<file path="src/timer_pkg.sv">
// Constants, field layouts and carrier types of the timer event block
package timer_pkg;

  localparam int          ADDR_W         = 8;
  localparam int          DATA_W         = 32;
  localparam int          NUM_GR         = 4;

  // Register byte offsets
  localparam logic [7:0]  OFS_IRQ_ENABLE = 8'h00;
  localparam logic [7:0]  OFS_STATUS     = 8'h04;
  localparam logic [7:0]  OFS_IO_CONTROL = 8'h08;
  localparam logic [7:0]  OFS_COUNTER    = 8'h0C;
  localparam logic [7:0]  OFS_GR_A       = 8'h10;
  localparam logic [7:0]  OFS_GR_B       = 8'h14;
  localparam logic [7:0]  OFS_GR_C       = 8'h18;
  localparam logic [7:0]  OFS_GR_D       = 8'h1C;
  localparam logic [7:0]  OFS_RUN_CTRL   = 8'h20;

  // Field positions
  localparam int          OVF_BIT        = 7;
  localparam int          ROLE_B_BIT     = 6;
  localparam int          ACT_B_LO       = 4;
  localparam int          ROLE_A_BIT     = 2;
  localparam int          ACT_A_LO       = 0;
  localparam int          RUN_BIT        = 0;

  // Bits that always read as one
  localparam logic [7:0]  EVT_ONES       = 8'h70;
  localparam logic [7:0]  IO_ONES        = 8'h88;

  // Reset values and the counter's top count
  localparam logic [15:0] COUNT_RESET    = 16'h0000;
  localparam logic [15:0] COUNT_MAX      = 16'hFFFF;
  localparam logic [15:0] GR_RESET       = 16'hFFFF;
  localparam logic [5:0]  IO_RESET       = 6'h00;

  // Compare actions and capture edges
  localparam logic [1:0]  ACT_NONE       = 2'h0;
  localparam logic [1:0]  ACT_LOW        = 2'h1;
  localparam logic [1:0]  ACT_HIGH       = 2'h2;
  localparam logic [1:0]  ACT_TOGGLE     = 2'h3;
  localparam logic [1:0]  EDGE_RISE      = 2'h0;
  localparam logic [1:0]  EDGE_FALL      = 2'h1;

  typedef struct packed {
    logic       capture;
    logic [1:0] action;
  } chan_cfg_t;

endpackage

</file>
<file path="src/timer_flag.sv">
// One status flag with read-then-write-zero clearing
`timescale 1ns/1ps
module timer_flag (
  input  wire logic pclk,
  input  wire logic presetn,
  input  wire logic set_event,
  input  wire logic read_seen,
  input  wire logic write_zero,
  output logic      flag
);

  logic armed;

  // Set wins over a clearing write in the same cycle
  always_ff @(posedge pclk or negedge presetn) begin
    if (!presetn) begin
      flag <= 1'b0;
    end else if (set_event) begin
      flag <= 1'b1;
    end else if (write_zero && armed) begin
      flag <= 1'b0;
    end
  end

  // A read that saw the flag high arms the next zero write
  always_ff @(posedge pclk or negedge presetn) begin
    if (!presetn) begin
      armed <= 1'b0;
    end else if (write_zero) begin
      armed <= 1'b0;
    end else if (read_seen) begin
      armed <= 1'b1;
    end
  end
endmodule

</file>
<file path="src/timer_chan.sv">
// One general register channel: output compare or input capture
`timescale 1ns/1ps
module timer_chan (
  input  wire logic                pclk,
  input  wire logic                presetn,
  input  wire timer_pkg::chan_cfg_t cfg,
  input  wire logic [15:0]         count,
  input  wire logic                count_tick,
  input  wire logic                gr_wr,
  input  wire logic [15:0]         gr_wdata,
  input  wire logic                pin_in,
  output logic [15:0]              gr,
  output logic                     event_hit,
  output logic                     pin_out,
  output logic                     pin_oe
);

  logic pin_prev;
  logic rise;
  logic fall;
  logic edge_hit;
  logic match;

  always_ff @(posedge pclk or negedge presetn) begin
    if (!presetn) begin
      pin_prev <= 1'b0;
    end else begin
      pin_prev <= pin_in;
    end
  end

  assign rise = pin_in && !pin_prev;
  assign fall = !pin_in && pin_prev;

  always_comb begin
    if (cfg.action[1]) begin
      edge_hit = cfg.capture && (rise || fall);
    end else if (cfg.action == timer_pkg::EDGE_FALL) begin
      edge_hit = cfg.capture && fall;
    end else begin
      edge_hit = cfg.capture && rise;
    end
  end

  // Match is gated by count_tick (counter running), so a halted counter gives no match event
  assign match     = !cfg.capture && count_tick && (count == gr);
  assign event_hit = match || edge_hit;

  // Capture beats a software write landing in the same cycle
  always_ff @(posedge pclk or negedge presetn) begin
    if (!presetn) begin
      gr <= timer_pkg::GR_RESET;
    end else if (edge_hit) begin
      gr <= count;
    end else if (gr_wr) begin
      gr <= gr_wdata;
    end
  end

  always_ff @(posedge pclk or negedge presetn) begin
    if (!presetn) begin
      pin_out <= 1'b0;
    end else if (match) begin
      unique case (cfg.action)
        timer_pkg::ACT_NONE:   pin_out <= pin_out;
        timer_pkg::ACT_LOW:    pin_out <= 1'b0;
        timer_pkg::ACT_HIGH:   pin_out <= 1'b1;
        timer_pkg::ACT_TOGGLE: pin_out <= !pin_out;
      endcase
    end
  end

  assign pin_oe = !cfg.capture;
endmodule

</file>
<file path="src/timer_irq_status_io_ctrl.sv">
// Timer interrupt enable, event status and channel A/B pin control
//
// Implementation choices: the APB slave port and the register addresses.
`timescale 1ns/1ps
module timer_irq_status_io_ctrl (
  input  wire logic        pclk,
  input  wire logic        presetn,
  input  wire logic        psel,
  input  wire logic        penable,
  input  wire logic        pwrite,
  input  wire logic [7:0]  paddr,
  input  wire logic [31:0] pwdata,
  output logic [31:0]      prdata,
  output logic             pready,
  output logic             pslverr,
  input  wire logic        chan_a_pin_in,
  output logic             chan_a_pin_out,
  output logic             chan_a_pin_oe,
  input  wire logic        chan_b_pin_in,
  output logic             chan_b_pin_out,
  output logic             chan_b_pin_oe,
  output logic             overflow_irq_request,
  output logic             match_irq_request_a,
  output logic             match_irq_request_b,
  output logic             match_irq_request_c,
  output logic             match_irq_request_d,
  output logic             irq
);

  ////////////////////////////////////////////////////////////////////////////
  // Declarations

  logic                    overflow_irq_enable;
  logic [3:0]              match_irq_enable;
  logic                    chan_b_role_select;
  logic [1:0]              chan_b_action;
  logic                    chan_a_role_select;
  logic [1:0]              chan_a_action;
  logic                    counter_run;
  logic [15:0]             up_counter;
  logic                    overflow_flag;
  logic [3:0]              match_flag;
  logic [3:0]              match_event;
  logic [15:0]             general_reg [timer_pkg::NUM_GR];
  logic [3:0]              gr_wr;
  logic [3:0]              pin_in_vec;
  logic [3:0]              pin_out_vec;
  logic [3:0]              pin_oe_vec;
  timer_pkg::chan_cfg_t    chan_cfg [timer_pkg::NUM_GR];
  logic                    setup;
  logic                    access;
  logic                    wr_done;
  logic                    rd_done;
  logic                    hit;
  logic [31:0]             next_prdata;
  logic [7:0]              irq_enable_rd;
  logic [7:0]              status_rd;
  logic [7:0]              io_control_rd;
  logic                    status_wr;
  logic                    status_rd_done;
  logic                    overflow_event;
  logic [4:0]              flag_set;
  logic [4:0]              flag_rd_seen;
  logic [4:0]              flag_wr_zero;
  logic [4:0]              flag_vec;
  logic                    counter_wr;
  logic                    ovf_read_seen;

  ////////////////////////////////////////////////////////////////////////////
  // APB decode: zero wait states, data latched in the setup phase

  assign setup   = psel && !penable;
  assign access  = psel && penable;
  assign pready  = 1'b1;
  assign wr_done = access && pwrite && !pslverr;
  assign rd_done = access && !pwrite && !pslverr;

  assign irq_enable_rd = {overflow_irq_enable, 3'h0, match_irq_enable}
                         | timer_pkg::EVT_ONES;
  assign status_rd     = {overflow_flag, 3'h0, match_flag}
                         | timer_pkg::EVT_ONES;
  assign io_control_rd = {1'b0, chan_b_role_select, chan_b_action,
                          1'b0, chan_a_role_select, chan_a_action}
                         | timer_pkg::IO_ONES;

  always_comb begin
    next_prdata = 32'h0000_0000;
    hit         = 1'b1;
    unique case (paddr)
      timer_pkg::OFS_IRQ_ENABLE: next_prdata[7:0]  = irq_enable_rd;
      timer_pkg::OFS_STATUS:     next_prdata[7:0]  = status_rd;
      timer_pkg::OFS_IO_CONTROL: next_prdata[7:0]  = io_control_rd;
      timer_pkg::OFS_COUNTER:    next_prdata[15:0] = up_counter;
      timer_pkg::OFS_GR_A:       next_prdata[15:0] = general_reg[0];
      timer_pkg::OFS_GR_B:       next_prdata[15:0] = general_reg[1];
      timer_pkg::OFS_GR_C:       next_prdata[15:0] = general_reg[2];
      timer_pkg::OFS_GR_D:       next_prdata[15:0] = general_reg[3];
      timer_pkg::OFS_RUN_CTRL:   next_prdata[0]    = counter_run;
      default:                   hit               = 1'b0;
    endcase
  end

  // Data is snapshotted in setup so the flag arm below sees what was read
  always_ff @(posedge pclk or negedge presetn) begin
    if (!presetn) begin
      prdata  <= 32'h0000_0000;
      pslverr <= 1'b0;
    end else if (setup) begin
      prdata  <= pwrite ? 32'h0000_0000 : next_prdata;
      pslverr <= !hit;
    end
  end

  ////////////////////////////////////////////////////////////////////////////
  // Control registers

  always_ff @(posedge pclk or negedge presetn) begin
    if (!presetn) begin
      overflow_irq_enable <= 1'b0;
      match_irq_enable    <= 4'h0;
    end else if (wr_done && paddr == timer_pkg::OFS_IRQ_ENABLE) begin
      overflow_irq_enable <= pwdata[timer_pkg::OVF_BIT];
      match_irq_enable    <= pwdata[3:0];
    end
  end

  always_ff @(posedge pclk or negedge presetn) begin
    if (!presetn) begin
      {chan_b_role_select, chan_b_action,
       chan_a_role_select, chan_a_action} <= timer_pkg::IO_RESET;
    end else if (wr_done && paddr == timer_pkg::OFS_IO_CONTROL) begin
      chan_b_role_select <= pwdata[timer_pkg::ROLE_B_BIT];
      chan_b_action      <= pwdata[timer_pkg::ACT_B_LO +: 2];
      chan_a_role_select <= pwdata[timer_pkg::ROLE_A_BIT];
      chan_a_action      <= pwdata[timer_pkg::ACT_A_LO +: 2];
    end
  end

  always_ff @(posedge pclk or negedge presetn) begin
    if (!presetn) begin
      counter_run <= 1'b0;
    end else if (wr_done && paddr == timer_pkg::OFS_RUN_CTRL) begin
      counter_run <= pwdata[timer_pkg::RUN_BIT];
    end
  end

  ////////////////////////////////////////////////////////////////////////////
  // Counter: counts every pclk while running; a software write wins

  assign counter_wr     = wr_done && paddr == timer_pkg::OFS_COUNTER;

  // A software write in the wrap cycle replaces the count, so no wrap
  assign overflow_event = counter_run
                          && up_counter == timer_pkg::COUNT_MAX
                          && !counter_wr;

  always_ff @(posedge pclk or negedge presetn) begin
    if (!presetn) begin
      up_counter <= timer_pkg::COUNT_RESET;
    end else if (counter_wr) begin
      up_counter <= pwdata[15:0];
    end else if (counter_run) begin
      up_counter <= up_counter + 16'h0001;
    end
  end

  ////////////////////////////////////////////////////////////////////////////
  // General register channels; C and D have no pin control here

  assign pin_in_vec = {2'h0, chan_b_pin_in, chan_a_pin_in};

  assign chan_cfg[0] = '{capture: chan_a_role_select, action: chan_a_action};
  assign chan_cfg[1] = '{capture: chan_b_role_select, action: chan_b_action};
  assign chan_cfg[2] = '{capture: 1'b0, action: timer_pkg::ACT_NONE};
  assign chan_cfg[3] = '{capture: 1'b0, action: timer_pkg::ACT_NONE};

  for (genvar i = 0; i < timer_pkg::NUM_GR; i++) begin : g_chan
    assign gr_wr[i] = wr_done
                      && paddr == timer_pkg::OFS_GR_A + 8'(4 * i);
    timer_chan u_chan (
      .pclk       (pclk),
      .presetn    (presetn),
      .cfg        (chan_cfg[i]),
      .count      (up_counter),
      .count_tick (counter_run),
      .gr_wr      (gr_wr[i]),
      .gr_wdata   (pwdata[15:0]),
      .pin_in     (pin_in_vec[i]),
      .gr         (general_reg[i]),
      .event_hit  (match_event[i]),
      .pin_out    (pin_out_vec[i]),
      .pin_oe     (pin_oe_vec[i])
    );
  end

  assign chan_a_pin_out = pin_out_vec[0];
  assign chan_a_pin_oe  = pin_oe_vec[0];
  assign chan_b_pin_out = pin_out_vec[1];
  assign chan_b_pin_oe  = pin_oe_vec[1];

  ////////////////////////////////////////////////////////////////////////////
  // Status flags: bit 4 is overflow, bits 3..0 are matches D..A

  assign status_wr      = wr_done && paddr == timer_pkg::OFS_STATUS;
  assign status_rd_done = rd_done && paddr == timer_pkg::OFS_STATUS;
  assign flag_set       = {overflow_event, match_event};

  // Arming uses the value returned, not the live flag
  assign flag_rd_seen = {5{status_rd_done}}
                        & {prdata[timer_pkg::OVF_BIT], prdata[3:0]};
  // A one written leaves the flag alone
  assign flag_wr_zero = {5{status_wr}}
                        & ~{pwdata[timer_pkg::OVF_BIT], pwdata[3:0]};

  for (genvar f = 0; f < 5; f++) begin : g_flag
    timer_flag u_flag (
      .pclk       (pclk),
      .presetn    (presetn),
      .set_event  (flag_set[f]),
      .read_seen  (flag_rd_seen[f]),
      .write_zero (flag_wr_zero[f]),
      .flag       (flag_vec[f])
    );
  end

  assign overflow_flag = flag_vec[4];
  assign match_flag    = flag_vec[3:0];

  ////////////////////////////////////////////////////////////////////////////
  // Interrupt requests; the enable register doubles as the mask

  assign overflow_irq_request = overflow_flag && overflow_irq_enable;
  assign match_irq_request_a  = match_flag[0] && match_irq_enable[0];
  assign match_irq_request_b  = match_flag[1] && match_irq_enable[1];
  assign match_irq_request_c  = match_flag[2] && match_irq_enable[2];
  assign match_irq_request_d  = match_flag[3] && match_irq_enable[3];
  assign irq = overflow_irq_request || match_irq_request_a
               || match_irq_request_b || match_irq_request_c
               || match_irq_request_d;

  // Shadow of read-while-set, kept apart from the flag cell so the
  // check below does not lean on the logic that it guards
  always_ff @(posedge pclk or negedge presetn) begin
    if (!presetn) begin
      ovf_read_seen <= 1'b0;
    end else if (status_wr && !pwdata[timer_pkg::OVF_BIT]) begin
      ovf_read_seen <= 1'b0;
    end else if (status_rd_done && overflow_flag) begin
      ovf_read_seen <= 1'b1;
    end
  end
endmodule

</file>
<file path="config.mk">
export PLATFORM = sky130hd
export DESIGN_NAME = timer_irq_status_io_ctrl
export DESIGN_NICKNAME = d
export VERILOG_FILES = /design/src/timer_pkg.sv /design/src/timer_flag.sv /design/src/timer_chan.sv /design/src/timer_irq_status_io_ctrl.sv
export SDC_FILE = /design/constraint.sdc
export NUM_CORES = 1
export LEC_CHECK = 0
export BUFFER_PORTS_ARGS = -buffer_cell sky130_fd_sc_hd__buf_2
export CAP_MARGIN = 25
export CORE_MARGIN = 2
export CORE_UTILIZATION = 59
export DETAILED_ROUTE_END_ITERATION = 10
export GPL_ROUTABILITY_DRIVEN = 1
export PLACE_DENSITY = 0.81
export SETUP_SLACK_MARGIN = 0.05
export SLEW_MARGIN = 40
export SYNTH_ARGS = -nofsm -noshare
export SYNTH_HDL_FRONTEND = slang
export SYNTH_SLANG_ARGS = --single-unit
</file>
<file path="constraint.sdc">
create_clock -name pclk -period 2.28 [get_ports pclk]
set_input_delay 0.114 -clock pclk [delete_from_list [all_inputs] [get_ports pclk]]
set_output_delay 0.114 -clock pclk [all_outputs]
set_load 0.02 [all_outputs]
</file>
# ---- Word level (Yosys, flattened, before mapping)
# Cells that the tools add are included.
# Widths: inputs -> output; s select.
dict set report op_classes {
  addsub 1
  n_eq_ne 19
  muxes 37
  bitwise_logic 5
  n_reduce_logical 84
}
# operator count
set ops {}
lappend ops {{$mux 16} 7}
lappend ops {{$eq 16x16->1} 4}
lappend ops {{$pmux 7 s8} 1}
lappend ops {{$logic_and 1x1->1} 44}
lappend ops {{$pmux 8 s5} 1}
lappend ops {{$eq 8x5->1 const B} 4}
lappend ops {{$reduce_bool 2->1} 13}
lappend ops {{$mux 1} 25}
lappend ops {{$add 16x1->16 const B} 1}
lappend ops {{$eq 16x16->1 const B} 1}
lappend ops {{$eq 8x4->1 const B} 2}
lappend ops {{$logic_not 1->1} 13}
lappend ops {{$and 5x5->5} 2}
lappend ops {{$pmux 1 s9} 1}
lappend ops {{$reduce_or 9->1} 1}
lappend ops {{$eq 2x2->1 const B} 4}
lappend ops {{$eq 8x3->1 const B} 1}
lappend ops {{$eq 8x6->1 const B} 1}
lappend ops {{$logic_not 8->1} 1}
lappend ops {{$logic_or 1x1->1} 8}
lappend ops {{$pmux 1 s3} 2}
lappend ops {{$not 5->5} 1}
lappend ops {{$eq 2x1->1 const B} 2}
lappend ops {{$logic_not 2->1} 2}
lappend ops {{other kinds (2)} 4}
dict set report word_totals {
  register_bits 139
  input_bits 47
  out_inout_bits 44
  wordCells 174
}

# ---- Depth between registers and ports, before layout
# Gate-level depths: netlist of the first run.
dict set report depth {
  ltp_word 8
  mapped_depth 9
  ltp_nobuf 7
}

# ---- By module
# A second synthesis of the first run with hierarchy kept.
dict set report hier_totals {
  cells_unflattened 793
  hier_area_um2 7771.2
}
# module n_inst cells_each area_each_um2 seq_area_each_um2
set by_module_without_submodules {}
lappend by_module_without_submodules {timer_chan 4 107 1078.5 470.5}
lappend by_module_without_submodules {timer_irq_status_io_ctrl 1 335 3113.0 1126.1}
lappend by_module_without_submodules {timer_flag 5 6 68.8 50.0}

# ---- Least setup slack after synthesis of the first run
# No wires, ideal clock.
dict set report synth_path {
  kind {register -> register}
  startpoint {register pslverr}
  endpoint {register g_flag[4].u_flag.flag}
  setup_time_ns 0.121
  t_arrival_ns 1.630
  required_ns 2.159
  slack_ns 0.529
  stages_incl_launch_ff 7
  n_path_buf 2
  synth_period_minus_slack_ns 1.751
  path_cell_list {dfrtp_1 -> nand4b_4 -> or4_1 -> buf_2 -> buf_6 -> nand4_1 -> nand2_1}
}
dict set report synth_via {
  elab_chain_cells 6
  word_cells_on_any_way 10
  cone_classes {1 x mux; 1 x bitwise; 8 x reduce/logical}
}
# item line
set synth_rtl {}
lappend synth_rtl {{start: declaration} timer_irq_status_io_ctrl.sv:15} ;# output logic pslverr,
lappend synth_rtl {{start signal: assignment} timer_irq_status_io_ctrl.sv:110} ;# pslverr <= !hit;
lappend synth_rtl {{$logic_not 1->1 *} timer_irq_status_io_ctrl.sv:75} ;# assign wr_done = access && pwrite && !pslverr;
lappend synth_rtl {{$logic_and 1x1->1 *} timer_irq_status_io_ctrl.sv:75}
lappend synth_rtl {{$logic_and 1x1->1 (on tied branches)} {timer_irq_status_io_ctrl.sv:204, timer_irq_status_io_ctrl.sv:150}}
lappend synth_rtl {{$and 5x5->5 or $logic_not 1->1 (tied branches)} {timer_irq_status_io_ctrl.sv:213, timer_irq_status_io_ctrl.sv:155}}
lappend synth_rtl {{$logic_and 1x1->1 (on tied branches)} {timer_flag.sv:20, timer_irq_status_io_ctrl.sv:155}}
lappend synth_rtl {{$reduce_bool 2->1 (no source line) or $mux 1 (tied branches)} --}
lappend synth_rtl {{end signal: assignment} timer_flag.sv:17} ;# flag <= 1'b0;
lappend synth_rtl {{end signal: assignment} timer_flag.sv:19} ;# flag <= 1'b1;
lappend synth_rtl {{end signal: assignment} timer_flag.sv:21} ;# flag <= 1'b0;
lappend synth_rtl {{end: declaration} timer_flag.sv:9} ;# output logic flag
# Every way passes the cells marked *; elsewhere a longest branch is shown, timed or not.
# A chain may end at the register's enable or synchronous reset.

# ---- Worst setup path in the final report of the first run
# Same ends and word-level chain as after synthesis.

==> run summary, run 1 <==
CTS Hold Bufs = 8
Pre-antenna DRT Iters = 6
Worst-path clk slew = 0.06 ns
Worst path cell trace = nand4b_4, or4_1, buf_4, nand4_1, nand2_1
Top FF cell, synth = dfstp_2
Max incr delay on CP = 0.69 ns
Commonest non-fill, non-tap cell in the layout = dfstp_2
Main combinational cell family by area after synthesis = multiplexers
Slew HR = 57.45%
Layout cells sized above 1 = 33.54%
Initial antenna violation count = 0
Worst Path Buf+Inv = 1
Post-CTS Setup Repair Bufs = 0
Post-layout net count = 853
Vias in the first global route = 5961
Crit path launch type = flip-flop
DR vias = 5982
Largest delay share family, worst path = simple AND/OR/NAND/NOR gates
CP max FO = 11
DP HPWL = 15290 um
Peak VDD IR = 0.5127 mV
Setup_tns = 0 ns
Grt total ovfl = 0
Synth Instances = 732
Tot GR Track Use = 32.98%
Max Clock Skew = 0.008667 ns
Post-CTS sizing = 0
Die H = 116.3 um
Critical path capture point type = flip-flop
Post-Route Utilization = 68.37%
Layout Area Growth over Synthesis = 14.64%
Setup CP Type = flip-flop to flip-flop
PD cells = 631.4 nW/um^2
Overall power = 5.382 mW
Final wirelength = 20970 um
Chip Width = 116.3 um
Arrival time worst endpoint = 2.30 ns
Area share of fa/ha/maj cells after synthesis = 0.8415%
Final Hold Vio Count = 0
Remaining DRCs = 0
Static Leakage = 3.685 nW
HP Class = input port to flip-flop
Seq/Total Area, Yosys = 42.48%
Tmin final = 1.978 ns
Worst-skew pair later-pin latency = 0.44 ns
Via/cell ratio = 6.067
Slowest cell on crit path = or4_1
Worst-Margin Slew = 0.6330 ns
DR WL/cell = 21.26 um
Avg Cell Area, Syn = 10.16 um^2
Number of cell rows = 41
Max Slew Vio Count = 0
Mapped Area = 7435 um^2
EDFF count, synth = 0
Hold path cells = 3
Final setup fails = 0
Routed Antenna Nets = 0
Worst path required time = 2.60 ns
Synth unique cells = 56
Compound-Gate Fraction of Synth Area = 11.80%
CTS Sinks = 123
Fmax = 505.5 MHz
Hold WS = 0.01402 ns
Largest net degree at the start of global routing = 49
Post-synthesis mux area share = 15.15%
Unrepaired setup endpoints after global routing = false
R2R depth = 5
CORE AREA = 12470 um^2
Routability cong. = 0.9647
Most frequent cells in the layout = 64 x dfstp_2, 59 x dfrtp_1, 56 x buf_2, 55 x nor2_1, 54 x mux2i_1
MaxCap Viol Count = 0
Synth warn = 0
Ant diodes = 0
TritonCTS clock tree = done
Full die area = 13520 um^2
Status = finished, final reports clean
Clock Tree Root = clkbuf_16
Clock buffer count from CTS = 17
Initial core utilization = 59.64%
Initial drt markers = 612
Synth Area in Simple Gates = 13.90%
Boundary Pins = 91
First-pass GRT wire length = 32850 um
Yosys reg bits = 123
Fillers = 945
Clock Path Buffers = 2
Worst path depth = 5
Final period util = 86.76%
H-tree Lvls = 4
Number of port buffers = 57
Async SR Flop Fraction = 100.0%
Post-Synth XOR/XNOR Area = 9.307%
synth_stat cells (all sizes together) (3+ instances only):
master	n	area share [%]
or2	4	0.34
clkbuf	14	0.72
xor2	43	5.1
inv	10	0.50
nand3	20	1.8
o21ai	37	2.5
o31ai	4	0.59
buf	58	5.2
dfrtp	59	20
xnor2	36	4.2
o211ai	3	0.30
nand2	52	2.6
and3	5	0.42
nor2b	4	0.34
nor4	8	0.84
nor3	10	1.1
a22oi	8	0.81
a31oi	8	0.67
nand4	16	1.3
ha	5	0.84
nor2	57	2.9
nand2b	6	0.50
a21oi	51	4.2
o22ai	18	1.5
mux2i	54	7.3
dfstp	64	23
mux2	50	7.9
and2	5	0.42
metrics by stage:
step | area [um^2] | instances | setup slack, ns
3_3_place_gp | 7894 | 946 | 0.3262
6_report | 8523 | 986 | 0.3019
2_1_floorplan | 7491 | 747 | 0.5290
5_1_grt | 8523 | 986 | 0.1954
4_1_cts | 8523 | 986 | 0.3109
3_5_place_dp | 7894 | 946 | 0.3135
final timing paths:
kind	start	end	slack, ns
min reg2reg	prdata[10]	prdata[10]	0.47
min in group asynchronous	presetn	g_chan[1].u_chan.pin_prev	0.03
max	pslverr	g_flag[4].u_flag.flag	0.30
min	pwdata[4]	up_counter[4]	0.01
max in group asynchronous	presetn	up_counter[7]	1.47
max reg2reg	pslverr	g_flag[4].u_flag.flag	0.30
cell families (layout without fill, tap and decap cells):
| logic type | count (synthesis) | in the layout |
|---|---|---|
| AO/OA/AOI/OAI | 140 | 140 |
| XOR/XNOR | 79 | 79 |
| adder cells (fa/ha/maj) | 5 | 5 |
| buffers and inverters | 82 | 149 |
| flip-flops | 123 | 123 |
| multiplexers | 104 | 104 |
| other | 2 | 17 |
| AND/OR/NAND/NOR | 197 | 197 |
report_power, final:
group          switching [mW]  total [mW]  internal, mW
registers              0.0800        2.32          2.24
clock network            1.05        2.50          1.45
logic                   0.353       0.562         0.209
total                    1.49        5.38          3.90
sequential cells by signal, summed over array words and instances, names as in the netlist:
name	cells
g_chan.u_chan.gr	64
prdata	16
up_counter	16
g_flag.u_flag.armed	5
g_flag.u_flag.flag	5
match_irq_enable	4
chan_a_action	2
chan_b_action	2
g_chan.u_chan.pin_out	2
g_chan.u_chan.pin_prev	2
chan_a_role_select	1
chan_b_role_select	1
counter_run	1
overflow_irq_enable	1
pslverr	1
worst register-to-register path, cell delays in order (launching register included):
cell and delay (ns):
dfrtp_1 0.40, nand4b_4 0.30, or4_1 0.70, buf_4 0.25, nand4_1 0.15, nand2_1 0.06
area by class of cell:
cell class                      instances  area, um^2  area share (%)
Clock buffer                           20       456.7           5.358
Clock inverter                         12       92.59           1.086
Inverter                               10       37.54          0.4404
Multi-Input combinational cell        542        3855           45.23
Sequential cell                       123        3158           37.05
Tap cell                              172       215.2           2.525
Timing Repair Buffer                  107       708.2           8.309
routing by layer:
metal / part of all wire, % / wire length [um] / up-vias / global-route usage (%)
met5: 0 / 0 / - / 0
met4: 4.2 / 881 / 0 / 18.17
met3: 8.2 / 1716 / 62 / 7.525
met2: 47 / 9953 / 318 / 52.13
met1: 40 / 8415 / 2919 / 42.15
li1: - / - / 2683 / -
No activity file was read; power rests on OpenSTA's default activity.
==> run 2: changes to the inputs <==
--- a/config.mk
+++ b/config.mk
@@ -11,7 +11,7 @@
 export CORE_UTILIZATION = 59
 export DETAILED_ROUTE_END_ITERATION = 10
 export GPL_ROUTABILITY_DRIVEN = 1
-export PLACE_DENSITY = 0.81
+export PLACE_DENSITY = 0.87
 export SETUP_SLACK_MARGIN = 0.05
 export SLEW_MARGIN = 40
 export SYNTH_ARGS = -nofsm -noshare
==> run 2 against run 1 <==
Compared with the run above:
- critical path depth is the same
- setup slack lost 0.066 ns
- register-to-register slack lost 0.07 ns
- critical endpoint is now up_counter[14]
- sequential cell count is the same
- largest cell class unchanged
- first-iteration DRC count shrank 16%
- routed wire length shrank 1.2%
- fmax shrank 3.2%
- final area grew 0.41%
- highest routed layer unchanged
- die area is the same
==> run summary, run 2 (synthesized netlist as in run 1, its figures left out) <==
CORE AREA = 12470 um^2 (unchanged)
CP max FO = 10 (-1)
HP Class = input port to flip-flop
Post-DP Area = 7809 um^2 (-1.1%)
Worst path required time = 2.58 ns (-0.02 ns)
Via/cell ratio = 6.090 (+0.39%)
Fmax = 489.2 MHz (-3.2%)
Slew HR = 59.13% (+1.7 points)
Finished Cell Area = 8558 um^2 (+0.41%)
Layout cells sized above 1 = 32.29% (-1.2 points)
Hold WS = 0.01920 ns (+0.005182 ns)
Switching Power = 1.367 mW (-8.1%)
Chip Width = 116.3 um (unchanged)
Status = finished, final reports clean
Worst-Margin Slew = 0.6084 ns (-0.02460 ns)
Sequential share of power = 39.8% (-3.2 points)
Post-layout net count = 841 (-1.4%)
Fillers = 928 (-1.8%)
Routability cong. = 1.001 (+3.8%)
MaxCap Viol Count = 0 (unchanged)
Remaining DRCs = 0 (unchanged)
TritonCTS clock tree = done
Number of port buffers = 57 (unchanged)
Commonest non-fill, non-tap cell in the layout = dfstp_2
Die H = 116.3 um (unchanged)
Place WS = 0.2413 ns (-0.07226 ns)
Grt total ovfl = 0 (unchanged)
Setup_tns = 0 ns (unchanged)
DP HPWL = 14790 um (-3.2%)
Critical path capture point type = flip-flop
Boundary Pins = 91 (unchanged)
Max incr delay on CP = 0.61 ns (-0.08 ns)
Worst path cell trace = nand4_1, nor4_2, nand3_1, xor2_1, a21oi_2
Final wirelength = 20710 um (-1.2%)
First-pass GRT wire length = 32090 um (-2.3%)
Placed cells = 933 (-1.4%)
Clk pwr share = 50.9% (+4.4 points)
Static Leakage = 3.702 nW (+0.46%)
Unrepaired setup endpoints after global routing = false
PD cells = 682.2 nW/um^2 (+8.0%)
Routed Antenna Nets = 0 (unchanged)
Tot GR Track Use = 32.15% (-0.83 points)
Hold path cells = 2 (-1)
Largest regs = g_chan.u_chan.gr (64), prdata (16), up_counter (16)
H-tree Lvls = 4 (unchanged)
Clock Tree Root = clkbuf_16
Clock buffer count from CTS = 17 (unchanged)
Post-Route Utilization = 68.65% (+0.28 points)
Switching part of the total = 23.41% (-4.2 points)
Peak VDD IR = 0.5885 mV (+15%)
Crit path launch type = flip-flop
Largest net degree at the start of global routing = 45 (-8.2%)
Post-CTS sizing = 0 (unchanged)
Worst-path clk slew = 0.05 ns (about the same)
Comb power frac = 9.3% (-1.1 points)
Setup CP Type = flip-flop to flip-flop
Pre-antenna DRT Iters = 7 (+1)
Number of cell rows = 41 (unchanged)
Initial core utilization = 59.64% (unchanged)
Setup ws final = 0.2357 ns (-0.06622 ns)
Final period util = 89.66% (+2.9 points)
Largest register FFs = 64 (unchanged)
Tmin final = 2.044 ns (+0.06622 ns)
DR WL/cell = 21.26 um (about the same)
R2R depth = 5 (unchanged)
Final setup fails = 0 (unchanged)
Ant diodes = 0 (unchanged)
Initial drt markers = 516 (-16%)
CTS Sinks = 123 (unchanged)
Max Clock Skew = 0.008083 ns (-0.0005845 ns)
Arrival time worst endpoint = 2.35 ns (+0.05 ns)
Slowest cell on crit path = dfrtp_1
Vias in the first global route = 5972 (+0.18%)
Overall power = 5.839 mW (+8.5%)
Most frequent cells in the layout = 64 x dfstp_2, 59 x dfrtp_1, 56 x buf_2, 55 x nor2_1, 54 x mux2i_1
Clock Path Buffers = 2 (unchanged)
Worst-skew pair later-pin latency = 0.43 ns (about the same)
Final Hold Vio Count = 0 (unchanged)
Final Non-Filler Cells = 974 (-1.2%)
Max Slew Vio Count = 0 (unchanged)
Initial antenna violation count = 0 (unchanged)
Cell-internal power = 4.472 mW (+15%)
Layout Area Growth over Synthesis = 15.11%
DR vias = 5932 (-0.84%)
Post-CTS Setup Repair Bufs = 0 (unchanged)
Full die area = 13520 um^2 (unchanged)
Register name with the most flops = g_chan.u_chan.gr
[run 2: cell types whose count changed in the layout (fill, tap and decap cells not counted)]
cell	delta
buf_4	-14
clkbuf_8	+5
bufinv_16	+4
clkinv_4	-4
clkinvlp_4	-4
inv_6	-2
buf_12	+1
clkbuf_1	+1
dlygate4sd3_1	+1
[run 2: path summary, 6_finish.rpt]
check / from / to / slack, ns
worst max-delay path: up_counter[8] / up_counter[14] / 0.24
worst min-delay path: pwdata[13] / g_chan[3].u_chan.gr[13] / 0.02
worst max register to register: up_counter[8] / up_counter[14] / 0.24
worst min register to register: prdata[13] / prdata[13] / 0.48
max in group asynchronous: presetn / g_chan[2].u_chan.gr[13] / 1.33
min in group asynchronous: presetn / chan_b_action[0] / 0.21
[run 2: what timing repair did]
item,CTS,global route
endpoints found under the setup margin,0,0
hold buffers,9,0
hold endpoints to repair,35,0
[run 2: cell type report]
class                   instances  area (um^2)  area share (%)
multi-input cells             542         3855           45.04
flip-flops and latches        123         3158           36.90
clock buffers                  26        529.3           6.184
repair buffers                 95        633.1           7.398
well taps                     172        215.2           2.515
inverters                      10        37.54          0.4386
clock inverters                 6        130.1           1.520
[run 2: power groups by stage]
stage / clock (mW) / combinational [mW] / sequential [mW]
after detailed placement: 0 / 0.520 / 2.35
after global routing: 3.09 / 0.589 / 2.33
final: 2.97 / 0.546 / 2.32
after CTS: 3.00 / 0.538 / 2.32
after floorplan: 0 / 0.394 / 2.29
after global placement: 0 / 0.503 / 2.35
[run 2: routing by layer]
metal	global-route usage, %	vias up	part of all wire [%]	routed length, um
li1	-	2656	-	-
met1	40.01	2904	38	7883
met2	51.90	315	49	10070
met3	8.251	57	9.8	2024
met4	16.67	0	3.5	727
met5	0	-	0	0
[run 2: critical path, delay by kind of cell (launching register included)]
kind | cells | cell delay [ns]
compound gates | 1 | 0.07
simple gates | 3 | 1.02
flops | 1 | 0.61
xor+xnor | 1 | 0.22
